## src/phy_link_pkg.sv

```systemverilog
package phy_link_pkg;

  // ----------------------------------------------------------------
  // widths
  // ----------------------------------------------------------------
  localparam int ADDR_W      = 8;
  localparam int DATA_W      = 32;
  localparam int STRB_W      = 4;
  localparam int NUM_PORTS   = 3;
  localparam int NUM_STRAPS  = 2;
  localparam int LINK_D_W    = 8;
  localparam int LINK_C_W    = 2;
  localparam int CTRL_W      = 3;
  localparam int INT_W       = 3;

  // ----------------------------------------------------------------
  // register offsets
  // ----------------------------------------------------------------
  localparam logic [ADDR_W-1:0] CTRL_OFF       = 8'h00;
  localparam logic [ADDR_W-1:0] STATUS_OFF     = 8'h04;
  localparam logic [ADDR_W-1:0] INT_STATUS_OFF = 8'h08;
  localparam logic [ADDR_W-1:0] INT_MASK_OFF   = 8'h0c;
  localparam logic [ADDR_W-1:0] LINK_OUT_OFF   = 8'h10;
  localparam logic [ADDR_W-1:0] LINK_IN_OFF    = 8'h14;

  // ----------------------------------------------------------------
  // fields
  // ----------------------------------------------------------------
  localparam int CTRL_BETA_LSB = 0;
  localparam int CTRL_DRIVE    = 2;
  localparam int ST_CNA        = 0;
  localparam int ST_CPS        = 1;
  localparam int ST_BETA       = 2;
  localparam int ST_LEGACY_LSB = 3;
  localparam int ST_BIAS_LSB   = 8;
  localparam int INT_POWER_LOST = 0;
  localparam int INT_CABLE_DOWN = 1;
  localparam int INT_CABLE_UP   = 2;
  localparam int LINK_CTL_LSB   = 8;
  localparam int BYTE_W         = 8;

  // ----------------------------------------------------------------
  // reset values and responses
  // ----------------------------------------------------------------
  localparam logic [DATA_W-1:0] WORD_ZERO   = 32'h0000_0000;
  localparam logic [1:0]        RESP_OKAY   = 2'h0;
  localparam logic [1:0]        RESP_SLVERR = 2'h2;

  typedef enum logic [1:0] {
    STRAP_WAIT    = 2'b00,
    STRAP_CAPTURE = 2'b01,
    STRAP_HOLD    = 2'b11
  } strap_state_t;

endpackage

```

## src/strap_if.sv

```systemverilog
`timescale 1ns/1ps
interface strap_if;
  logic [phy_link_pkg::NUM_STRAPS-1:0] legacy_only;
  logic                                captured;
  modport capture (output legacy_only, output captured);
  modport user    (input legacy_only, input captured);
endinterface

```

## src/phy_link_status.sv

```systemverilog
`timescale 1ns/1ps
// Behaviour
// protocol-select high puts the link interface into the beta protocol.
// protocol-select low puts the link interface into the legacy protocol.
// the system holds protocol-select fixed while running.
// cable-inactive goes high when no port sees incoming bias.
// cable-inactive goes low once any port sees incoming bias.
// loss of cable power raises a maskable interrupt.
// port 0 strap sampled after reset: 0 bilingual, 1 legacy-only.
// port 1 strap sampled after reset: 0 bilingual, 1 legacy-only.
// control and data lines are two-way; released lines are held outside.
// a legacy-only port never emits beta signalling.
// strap modes latch after reset and stay until next reset.
module phy_link_status (
  // clock and reset
  input  wire logic                                aclk,
  input  wire logic                                aresetn,
  // write address
  input  wire logic [phy_link_pkg::ADDR_W-1:0]     s_axi_awaddr,
  input  wire logic [2:0]                          s_axi_awprot,
  input  wire logic                                s_axi_awvalid,
  output logic                                     s_axi_awready,
  // write data and response
  input  wire logic [phy_link_pkg::DATA_W-1:0]     s_axi_wdata,
  input  wire logic [phy_link_pkg::STRB_W-1:0]     s_axi_wstrb,
  input  wire logic                                s_axi_wvalid,
  output logic                                     s_axi_wready,
  output logic [1:0]                               s_axi_bresp,
  output logic                                     s_axi_bvalid,
  input  wire logic                                s_axi_bready,
  // read
  input  wire logic [phy_link_pkg::ADDR_W-1:0]     s_axi_araddr,
  input  wire logic [2:0]                          s_axi_arprot,
  input  wire logic                                s_axi_arvalid,
  output logic                                     s_axi_arready,
  output logic [phy_link_pkg::DATA_W-1:0]          s_axi_rdata,
  output logic [1:0]                               s_axi_rresp,
  output logic                                     s_axi_rvalid,
  input  wire logic                                s_axi_rready,
  // straps and sensing
  input  wire logic                                link_protocol_select,
  input  wire logic                                port0_legacy_only_strap,
  input  wire logic                                port1_legacy_only_strap,
  input  wire logic [phy_link_pkg::NUM_PORTS-1:0]  port_bias_detect,
  input  wire logic                                cable_power_sense,
  // link lines
  input  wire logic [phy_link_pkg::LINK_C_W-1:0]   link_control_lines_in,
  output logic [phy_link_pkg::LINK_C_W-1:0]        link_control_lines_out,
  output logic [phy_link_pkg::LINK_C_W-1:0]        link_control_lines_oe,
  input  wire logic [phy_link_pkg::LINK_D_W-1:0]   link_data_lines_in,
  output logic [phy_link_pkg::LINK_D_W-1:0]        link_data_lines_out,
  output logic [phy_link_pkg::LINK_D_W-1:0]        link_data_lines_oe,
  // status
  output logic                                     cable_inactive_flag,
  output logic                                     link_beta_mode,
  output logic [phy_link_pkg::NUM_STRAPS-1:0]      port_beta_tx_en,
  output logic                                     irq
);
  localparam int DW = phy_link_pkg::DATA_W;
  localparam int CW = phy_link_pkg::LINK_C_W;
  localparam int LW = phy_link_pkg::LINK_D_W;
  localparam int SN = phy_link_pkg::NUM_STRAPS;
  localparam int IW = phy_link_pkg::INT_W;
  strap_if strap_bus ();
  logic                                awready_reg, aw_held_reg, wready_reg, w_held_reg;
  logic [phy_link_pkg::ADDR_W-1:0]     awaddr_reg;
  logic [DW-1:0]                       wdata_reg, wmask, rd_data;
  logic [phy_link_pkg::STRB_W-1:0]     wstrb_reg;
  logic                                bvalid_reg, arready_reg, rvalid_reg, wr_commit, wr_hit;
  logic                                rd_hit;
  logic [1:0]                          bresp_reg, rresp_reg;
  logic [DW-1:0]                       rdata_reg;
  logic [phy_link_pkg::CTRL_W-1:0]     ctrl_reg;
  logic [IW-1:0]                       int_status_reg, int_mask_reg, int_events, int_clear;
  logic [CW+LW-1:0]                    link_out_reg;
  logic                                cna_reg, cna_next, cps_prev_reg, beta_reg, irq_reg;
  logic [SN-1:0]                       beta_tx_reg;
  logic [CW-1:0]                       ctl_out_reg, ctl_oe_reg;
  logic [LW-1:0]                       d_out_reg, d_oe_reg;
  logic                                drive_en;

  // ----------------------------------------------------------------
  // strap capture
  // ----------------------------------------------------------------
  strap_capture u_strap (
    .aclk     (aclk),
    .aresetn  (aresetn),
    .strap_in ({port1_legacy_only_strap, port0_legacy_only_strap}),
    .modes    (strap_bus.capture)
  );
  // ----------------------------------------------------------------
  // write channels
  // ----------------------------------------------------------------
  assign wr_commit = aw_held_reg && w_held_reg && !bvalid_reg;
  always_ff @(posedge aclk) begin
    if (!aresetn) begin
      awready_reg <= 1'b0;
      aw_held_reg <= 1'b0;
      awaddr_reg  <= '0;
    end else if (s_axi_awvalid && awready_reg) begin
      awready_reg <= 1'b0;
      aw_held_reg <= 1'b1;
      awaddr_reg  <= s_axi_awaddr;
    end else if (wr_commit) begin
      aw_held_reg <= 1'b0;
    end else if (!aw_held_reg && !bvalid_reg) begin
      awready_reg <= 1'b1;
    end
  end
  always_ff @(posedge aclk) begin
    if (!aresetn) begin
      wready_reg <= 1'b0;
      w_held_reg <= 1'b0;
      wdata_reg  <= phy_link_pkg::WORD_ZERO;
      wstrb_reg  <= '0;
    end else if (s_axi_wvalid && wready_reg) begin
      wready_reg <= 1'b0;
      w_held_reg <= 1'b1;
      wdata_reg  <= s_axi_wdata;
      wstrb_reg  <= s_axi_wstrb;
    end else if (wr_commit) begin
      w_held_reg <= 1'b0;
    end else if (!w_held_reg && !bvalid_reg) begin
      wready_reg <= 1'b1;
    end
  end
  always_comb begin
    case (awaddr_reg)
      phy_link_pkg::CTRL_OFF,
      phy_link_pkg::STATUS_OFF,
      phy_link_pkg::INT_STATUS_OFF,
      phy_link_pkg::INT_MASK_OFF,
      phy_link_pkg::LINK_OUT_OFF,
      phy_link_pkg::LINK_IN_OFF: wr_hit = 1'b1;
      default:                   wr_hit = 1'b0;
    endcase
  end
  always_ff @(posedge aclk) begin
    if (!aresetn) begin
      bvalid_reg <= 1'b0;
      bresp_reg  <= phy_link_pkg::RESP_OKAY;
    end else if (wr_commit) begin
      bvalid_reg <= 1'b1;
      bresp_reg  <= wr_hit ? phy_link_pkg::RESP_OKAY : phy_link_pkg::RESP_SLVERR;
    end else if (s_axi_bready && bvalid_reg) begin
      bvalid_reg <= 1'b0;
    end
  end
  genvar gb;
  generate
    for (gb = 0; gb < phy_link_pkg::STRB_W; gb++) begin : g_lane
      assign wmask[gb*phy_link_pkg::BYTE_W +: phy_link_pkg::BYTE_W] =
        {phy_link_pkg::BYTE_W{wstrb_reg[gb]}};
    end
  endgenerate

  // ----------------------------------------------------------------
  // control registers
  // ----------------------------------------------------------------
  always_ff @(posedge aclk) begin
    if (!aresetn) begin
      ctrl_reg     <= '0;
      int_mask_reg <= '0;
      link_out_reg <= '0;
    end else if (wr_commit) begin
      if (awaddr_reg == phy_link_pkg::CTRL_OFF) begin
        ctrl_reg <= (ctrl_reg & ~wmask[IW-1:0]) | (wdata_reg[IW-1:0] & wmask[IW-1:0]);
      end
      if (awaddr_reg == phy_link_pkg::INT_MASK_OFF) begin
        int_mask_reg <= (int_mask_reg & ~wmask[IW-1:0]) | (wdata_reg[IW-1:0] & wmask[IW-1:0]);
      end
      if (awaddr_reg == phy_link_pkg::LINK_OUT_OFF) begin
        link_out_reg <= (link_out_reg & ~wmask[CW+LW-1:0])
                      | (wdata_reg[CW+LW-1:0] & wmask[CW+LW-1:0]);
      end
    end
  end
  // ----------------------------------------------------------------
  // read channel
  // ----------------------------------------------------------------
  always_comb begin
    rd_data = phy_link_pkg::WORD_ZERO;
    rd_hit  = 1'b1;
    case (s_axi_araddr)
      phy_link_pkg::CTRL_OFF:       rd_data[phy_link_pkg::CTRL_W-1:0] = ctrl_reg;
      phy_link_pkg::STATUS_OFF: begin
        rd_data[phy_link_pkg::ST_CNA]  = cna_reg;
        rd_data[phy_link_pkg::ST_CPS]  = cps_prev_reg;
        rd_data[phy_link_pkg::ST_BETA] = beta_reg;
        rd_data[phy_link_pkg::ST_LEGACY_LSB +: SN] = strap_bus.legacy_only;
        rd_data[phy_link_pkg::ST_BIAS_LSB +: phy_link_pkg::NUM_PORTS] = port_bias_detect;
      end
      phy_link_pkg::INT_STATUS_OFF: rd_data[IW-1:0] = int_status_reg;
      phy_link_pkg::INT_MASK_OFF:   rd_data[IW-1:0] = int_mask_reg;
      phy_link_pkg::LINK_OUT_OFF:   rd_data[CW+LW-1:0] = link_out_reg;
      phy_link_pkg::LINK_IN_OFF:    rd_data[CW+LW-1:0] = {link_control_lines_in,
                                                          link_data_lines_in};
      default:                      rd_hit = 1'b0;
    endcase
  end
  always_ff @(posedge aclk) begin
    if (!aresetn) begin
      arready_reg <= 1'b0;
      rvalid_reg  <= 1'b0;
      rdata_reg   <= phy_link_pkg::WORD_ZERO;
      rresp_reg   <= phy_link_pkg::RESP_OKAY;
    end else if (s_axi_arvalid && arready_reg) begin
      arready_reg <= 1'b0;
      rvalid_reg  <= 1'b1;
      rdata_reg   <= rd_data;
      rresp_reg   <= rd_hit ? phy_link_pkg::RESP_OKAY : phy_link_pkg::RESP_SLVERR;
    end else if (s_axi_rready && rvalid_reg) begin
      rvalid_reg <= 1'b0;
    end else if (!rvalid_reg) begin
      arready_reg <= 1'b1;
    end
  end
  // ----------------------------------------------------------------
  // cable status and events
  // ----------------------------------------------------------------
  assign cna_next = ~|port_bias_detect;
  always_ff @(posedge aclk) begin
    if (!aresetn) begin
      cna_reg      <= 1'b1;
      cps_prev_reg <= 1'b0;
    end else begin
      cna_reg      <= cna_next;
      cps_prev_reg <= cable_power_sense;
    end
  end
  always_comb begin
    int_events = '0;
    int_events[phy_link_pkg::INT_POWER_LOST] = cps_prev_reg && !cable_power_sense;
    int_events[phy_link_pkg::INT_CABLE_DOWN] = cna_next && !cna_reg;
    int_events[phy_link_pkg::INT_CABLE_UP]   = !cna_next && cna_reg;
    int_clear = '0;
    if (wr_commit && awaddr_reg == phy_link_pkg::INT_STATUS_OFF) begin
      int_clear = wdata_reg[IW-1:0] & wmask[IW-1:0];
    end
  end
  always_ff @(posedge aclk) begin
    if (!aresetn) begin
      int_status_reg <= '0;
      irq_reg        <= 1'b0;
    end else begin
      int_status_reg <= (int_status_reg & ~int_clear) | int_events;
      irq_reg        <= |(int_status_reg & int_mask_reg);
    end
  end
  // ----------------------------------------------------------------
  // link protocol and port modes
  // ----------------------------------------------------------------
  always_ff @(posedge aclk) begin
    if (!aresetn) begin
      beta_reg <= 1'b0;
    end else begin
      beta_reg <= link_protocol_select;
    end
  end
  genvar gp;
  generate
    for (gp = 0; gp < SN; gp++) begin : g_port
      always_ff @(posedge aclk) begin
        if (!aresetn) begin
          beta_tx_reg[gp] <= 1'b0;
        end else begin
          beta_tx_reg[gp] <= ctrl_reg[phy_link_pkg::CTRL_BETA_LSB + gp] && strap_bus.captured
                             && !strap_bus.legacy_only[gp];
        end
      end
    end
  endgenerate

  // ----------------------------------------------------------------
  // link line drivers
  // ----------------------------------------------------------------
  assign drive_en = ctrl_reg[phy_link_pkg::CTRL_DRIVE] && strap_bus.captured;
  always_ff @(posedge aclk) begin
    if (!aresetn) begin
      ctl_out_reg <= '0;
      ctl_oe_reg  <= '0;
      d_out_reg   <= '0;
      d_oe_reg    <= '0;
    end else begin
      ctl_out_reg <= link_out_reg[phy_link_pkg::LINK_CTL_LSB +: CW];
      d_out_reg   <= link_out_reg[LW-1:0];
      ctl_oe_reg  <= {CW{drive_en}};
      d_oe_reg    <= {LW{drive_en}};
    end
  end
  assign s_axi_awready          = awready_reg;
  assign s_axi_wready           = wready_reg;
  assign s_axi_bvalid           = bvalid_reg;
  assign s_axi_bresp            = bresp_reg;
  assign s_axi_arready          = arready_reg;
  assign s_axi_rvalid           = rvalid_reg;
  assign s_axi_rdata            = rdata_reg;
  assign s_axi_rresp            = rresp_reg;
  assign cable_inactive_flag    = cna_reg;
  assign link_beta_mode         = beta_reg;
  assign port_beta_tx_en        = beta_tx_reg;
  assign irq                    = irq_reg;
  assign link_control_lines_out = ctl_out_reg;
  assign link_control_lines_oe  = ctl_oe_reg;
  assign link_data_lines_out    = d_out_reg;
  assign link_data_lines_oe     = d_oe_reg;
endmodule

```

## src/strap_capture.sv

```systemverilog
`timescale 1ns/1ps
module strap_capture (
  // clock and reset
  input wire logic                                aclk,
  input wire logic                                aresetn,
  // strap pins
  input wire logic [phy_link_pkg::NUM_STRAPS-1:0] strap_in,
  // latched modes
  strap_if.capture                                modes
);

  phy_link_pkg::strap_state_t          state_reg;
  logic [phy_link_pkg::NUM_STRAPS-1:0] legacy_reg;
  logic                                captured_reg;

  // ----------------------------------------------------------------
  // capture sequence
  // ----------------------------------------------------------------
  always_ff @(posedge aclk) begin
    if (!aresetn) begin
      state_reg <= phy_link_pkg::STRAP_WAIT;
    end else begin
      case (state_reg)
        phy_link_pkg::STRAP_WAIT:    state_reg <= phy_link_pkg::STRAP_CAPTURE;
        phy_link_pkg::STRAP_CAPTURE: state_reg <= phy_link_pkg::STRAP_HOLD;
        phy_link_pkg::STRAP_HOLD:    state_reg <= phy_link_pkg::STRAP_HOLD;
        default:                     state_reg <= phy_link_pkg::STRAP_WAIT;
      endcase
    end
  end

  always_ff @(posedge aclk) begin
    if (!aresetn) begin
      legacy_reg   <= '0;
      captured_reg <= 1'b0;
    end else if (state_reg == phy_link_pkg::STRAP_CAPTURE) begin
      legacy_reg   <= strap_in;
      captured_reg <= 1'b1;
    end
  end

  assign modes.legacy_only = legacy_reg;
  assign modes.captured    = captured_reg;
endmodule

```

## config.mk

```make
export PLATFORM = sky130hd
export DESIGN_NAME = phy_link_status
export DESIGN_NICKNAME = d
export VERILOG_FILES = /design/src/phy_link_pkg.sv /design/src/strap_if.sv /design/src/phy_link_status.sv /design/src/strap_capture.sv
export SDC_FILE = /design/constraint.sdc
export NUM_CORES = 1
export LEC_CHECK = 0
export BUFFER_PORTS_ARGS = -buffer_cell sky130_fd_sc_hd__buf_2
export CORE_MARGIN = 4
export CORE_UTILIZATION = 43
export DETAILED_ROUTE_END_ITERATION = 10
export GPL_TIMING_DRIVEN = 0
export HOLD_SLACK_MARGIN = 0.08
export PLACE_DENSITY_LB_ADDON = 0.25
export SYNTH_ARGS = -nofsm -noshare
export SYNTH_HDL_FRONTEND = slang
export SYNTH_SLANG_ARGS = --single-unit
export TNS_END_PERCENT = 10
```

## constraint.sdc

```tcl
create_clock -name aclk -period 1.4 [get_ports aclk]
set_input_delay 0 -clock aclk [delete_from_list [all_inputs] [get_ports aclk]]
set_output_delay 0 -clock aclk [all_outputs]
set_load 0.05 [all_outputs]
```

* Word-level counts from Yosys, hierarchy flattened
Cells that the tools add are included.
Operators by class: div/mod/pow operators 0, $mul 0, shifts and indexed selects 0, add/subtract/negate cells 0, bitwise logic cells 18, eq/ne operators 12, magnitude comparators 0, multiplexer cells 18, reduce and logical (&&, ||, !) cells 47
Operator list (count):
- $eq 8x4->1 const B | 4
- $eq 8x5->1 const B | 4
- $and 10x10->10 | 2
- $logic_and 1x1->1 | 18
- $pmux 3 s6 | 1
- $eq 8x3->1 const B | 2
- $logic_not 8->1 | 2
- $and 3x3->3 | 5
- $pmux 2 s3 | 2
- $reduce_and 2->1 | 6
- $reduce_or 6->1 | 2
- $mux 1 | 10
- $not 10->10 | 1
- $or 10x10->10 | 1
- $or 3x3->3 | 3
- $logic_not 1->1 | 8
- $reduce_bool 2->1 | 4
- $reduce_or 2->1 | 4
- $not 3->3 | 2
- $pmux 3 s2 | 1
- $reduce_or 3->1 | 2
- $mux 2 | 2
- $not 1->1 | 4
- $pmux 2 s2 | 1
- 4 further kinds | 4
Word-level totals: bits in writable memories 0, memory bits (read-only) 0, bits in latches 0, memories 0, input port bits 82, output and inout port bits 66, bits in registers 84, word-level logic and storage cells 125

* Depth between registers and ports, before layout
word-level depth 7, mapped depth 5, mapped depth without buffers 3

* By module
Synthesis repeated with hierarchy kept, for this count alone.
Second synthesis, totals: cell total of the unflattened synthesis 381, area, all modules 3387.0 um2
By module, submodules not included:
- phy_link_status | area an instance 3211.8 um2, times used 1, sequential area each 1521.5 um2, cells each 365
- strap_capture | area an instance 175.2 um2, times used 1, sequential area each 100.1 um2, cells each 16

* Worst setup path before layout
Ideal clock, no wire load.
path type flip-flop to flip-flop, start point register arready_reg, in the netlist s_axi_arready, end point register rdata_reg[3], in the netlist s_axi_rdata[3], required time 1.325 ns, slack -0.114 ns, arrival 1.439 ns, library setup time 0.075 ns, clock period less this slack 1.514 ns, cell stages (with the launch flop) 5, cell sequence dfxtp_1 and3_1 clkbuf_1 o2111ai_1 o21ai_0
Between the ends: word-level cells in the longest chain between the ends 1
RTL lines:
- from (decl) | line phy_link_status.sv:69 | logic bvalid_reg, arready_reg, rvalid_reg, wr_commit, wr_hit;
- from (signal assigned) | line phy_link_status.sv:203 | arready_reg <= 1'b0;
- from (signal assigned) | line phy_link_status.sv:208 | arready_reg <= 1'b0;
- from (signal assigned) | line phy_link_status.sv:215 | arready_reg <= 1'b1;
- $logic_and 1x1->1 | line phy_link_status.sv:207 | end else if (s_axi_arvalid && arready_reg) begin
- to (signal assigned) | line phy_link_status.sv:205 | rdata_reg <= phy_link_pkg::WORD_ZERO;
- to (signal assigned) | line phy_link_status.sv:210 | rdata_reg <= rd_data;
- to (decl) | line phy_link_status.sv:72 | logic [DW-1:0] rdata_reg;
No other way between the ends. A chain may end at the register's enable or synchronous reset.

* Worst setup path after layout
start point register awaddr_reg[3] in the netlist's numbering, end point register int_status_reg[1]
Between the ends: word-level cells in the longest chain between the ends 6
RTL lines:
- from (decl) | line phy_link_status.sv:66 | logic [phy_link_pkg::ADDR_W-1:0] awaddr_reg;
- from (signal assigned) | line phy_link_status.sv:103 | awaddr_reg <= s_axi_awaddr;
- $eq 8x4->1 | line phy_link_status.sv:237 | if (wr_commit && awaddr_reg == phy_link_pkg::INT_STATUS_OFF) begin
- $logic_and 1x1->1 | line phy_link_status.sv:237
- $mux 3 | line phy_link_status.sv:237
- $not 3->3 | line phy_link_status.sv:246 | int_status_reg <= (int_status_reg & ~int_clear) | int_events;
- $and 3x3->3 | line phy_link_status.sv:246
- $or 3x3->3 | line phy_link_status.sv:246
- to (signal assigned) | line phy_link_status.sv:246
- to (decl) | line phy_link_status.sv:74 | logic [IW-1:0] int_status_reg, int_mask_reg, int_events, int_clear;
No other way between the ends.

==> reports/metrics.yaml <==
critical_path:
  required_ps: 1630
  path_class: "flip-flop to flip-flop"
  crit_start: "awaddr_reg[3]"
  timing.rr.end: "int_status_reg[1]"
  critPathCaptureType: "flip-flop"
  crit_end: "int_status_reg[1]"
  start_kind: "flip-flop"
  reg2reg_depth: 3
  arrival_ps: 1630
  r2r_start: "awaddr_reg[3]"
  r2r_slack_ps: -1
  crit_fanout: 7
drt:
  wl_per_cell_um: 13.11
  drc: 0
  drt_iter0_drc: 155
  firstDrtPassIters: 6
  vias: 3048
  vias_per_cell: 4.718
  drt-total-wl_mm: 8.472
  ant_nets: 0
sta:
  finalHoldViolations: 0
  setup_violations: 1
  finalClockSkew_ps: 11.90
  period_share: 1.001
  fin_crit_ps: 1401
  fin_setup_tns_ps: -1.214
  worst_slew_pin_slew_ps: 800.3
  holdWs_ps: 89.46
  slew_violations: 0
  layout_setup_ws_ps: -1.214
  slew_headroom: 0.4623
  rsz0062_at_grt: "true"
  fmax_mhz: 713.7
clock_network:
  clkSinkCount: 81
  cts-root-buf: "clkbuf_8"
  cts_buffers: 9
  clk_pin_slew_ps: 70
  tritoncts: "done"
  cts_buffer_depth: 2
  clock_latency_ps: 340
  htree_levels: 3
global_routing:
  grt_pass1_wl_mm: 14.10
  grt_pass1_vias: 2910
  grt_max_degree: 13
  grtUsageTotal: 0.1792
  grt_overflow: 0
  antenna_found_initial: 0
synth:
  syn-cell-area_um2: 3471
  yosys_register_bits: 81
  synthArstFlopShare: 0
  synth-xor-area-share: 0
  synth_flop_cell: "dfxtp_1"
  yosys.area_share.adder: 0
  yosys_warnings: 0
  synth-compound-area-share: 0.1136
  ys_types: 39
  synth_top_family_by_area: "simple AND/OR/NAND/NOR gates"
  synth_cells: 374
  synth-edff-count: 0
  syn_avg_cell_area_um2: 9.280
  yosys.area_share.simple: 0.2055
  synth_mux_area_frac: 0.1056
  ys_seq_area_frac: 0.4672
placed_design:
  pre_cts_ws_ps: -166.7
  globalplace.congestion: 0.8162
  port-buffer-count: 91
  dp_cells: 589
  postPlaceCellArea_um2: 4138
  post-dp-hpwl_mm: 6.311
layout:
  drive_above_1_share: 0.3033
  multi_input_area_um2: 1585
  nFillCells: 719
  regArea_um2: 1624
  syn2layout_area_growth_pct: 37.74
  fin_area_um2: 4781
  stdcell_count: 646
  antennaDiodeCount: 0
  final_nets: 621
  final_core_utilization: 0.6123
min_path:
  hp-class: "input port to flip-flop"
flow_run:
  drv_cap: 0
floorplanning:
  dieArea_um2: 9573
  initial_utilization: 0.4446
  rows: 32
  die_width_um: 97.84
  fp.dieH_um: 97.84
  ios: 148
  design.core.area_um2: 7807
pwr:
  power_density_nw_per_um2: 1028
  p_total_mw: 4.916
  p_leak_nw: 2.308
  vdd.ir_drop.worst_uv: 579.3
run_status:
  run_status: "finished with violations"
  failed_checks: "negative setup slack"
==> area by class of cell <==
type,count,area share
Buffer,49,0.06490
Clock buffer,14,0.03612
Clock inverter,2,0.007328
Inverter,16,0.01256
Multi-Input combinational cell,249,0.3316
Sequential cell,81,0.3397
Tap cell,102,0.02669
Timing Repair Buffer,133,0.1811
==> layout by cell type (no fill, tap or decap), types with 3 or more instances in the layout <==
cell	count
dlygate4sd3_1	38
nand2_1	78
buf_2	94
buf_4	36
conb_1	23
clkbuf_1	13
nor3_1	4
clkbuf_8	12
inv_1	16
o21a_1	6
and2_1	5
nor2b_1	9
mux4_2	3
mux2i_1	22
dfxtp_1	79
nand4_1	8
nand3_1	14
a21boi_0	28
a22oi_1	3
mux2_2	7
o21ai_0	10
==> worst min path at each step <==
| stage | startpoint | endpoint | slack, ps | cells after the start |
|---|---|---|---|---|
| global placement | cable_power_sense | cps_prev_reg | 220 | 2 |
| finish | link_data_lines_in[4] | s_axi_rdata[4] | 90 | 4 |
| detailed placement | cable_power_sense | cps_prev_reg | 230 | 2 |
| floorplan | cable_power_sense | cps_prev_reg | 120 | 1 |
| CTS | s_axi_araddr[7] | s_axi_rdata[2] | 80 | 4 |
| global route | s_axi_araddr[3] | s_axi_rresp[1] | 110 | 4 |
==> synthesized netlist by cell type (all sizes together) (2+ instances only) <==
master | instances | area [µm²]
nor2 | 2 | 7.510
and4b | 2 | 20.02
nand4 | 8 | 50.05
and3 | 2 | 12.51
dfxtp | 81 | 1622
inv | 16 | 60.06
nor3b | 2 | 15.01
nand2 | 78 | 292.8
clkbuf | 13 | 48.80
nor4b | 4 | 65.07
nand3 | 16 | 85.08
buf | 37 | 262.8
o21ai | 10 | 50.05
o21a | 6 | 45.04
mux2 | 7 | 78.83
a41oi | 2 | 17.52
mux4 | 3 | 67.56
nor2b | 9 | 56.30
and2 | 5 | 31.28
nor3 | 4 | 20.02
a22oi | 3 | 22.52
nor4bb | 3 | 30.03
mux2i | 22 | 220.2
a21boi | 28 | 210.2
==> cell families after synthesis <==
| kind of cell | after synthesis |
|---|---|
| buf+inv | 66 |
| simple gates | 139 |
| other cells | 1 |
| compound gates | 55 |
| mux | 32 |
| flops | 81 |
==> per-layer routing <==
layer	vias to the layer above	track usage	share of wire
met5	-	0	0
met4	0	0.04153	0.0076
met3	7	0.05286	0.080
met2	109	0.3084	0.47
met1	1385	0.2211	0.44
li1	1547	-	-
==> report_power, final <==
| part | total [mW] | internal, mW | leakage [nW] | switching (mW) |
|---|---|---|---|---|
| clock | 1.74 | 0.970 | 0.107 | 0.770 |
| combinational | 0.744 | 0.309 | 1.54 | 0.434 |
| sequential | 2.43 | 2.37 | 0.659 | 0.0598 |
| total | 4.92 | 3.65 | 2.31 | 1.26 |
==> critical path, stage by stage, from the launching register on <==
cell	delay, ps
dfxtp_1	450
nor4bb_2	490
a41oi_1	170
o21a_1	190
==> timing repair <==
item | 4_1_cts | 5_1_grt
hold buffers | 38 | 0
setup buffers | 0 | 4
cloned | 0 | 0
hold endpoints to repair | 40 | 0
pin swaps | 1 | 2
gates resized for setup | 4 | 4
endpoints found under the setup margin | 17 | 44
Power figures use the tool's default switching activity.
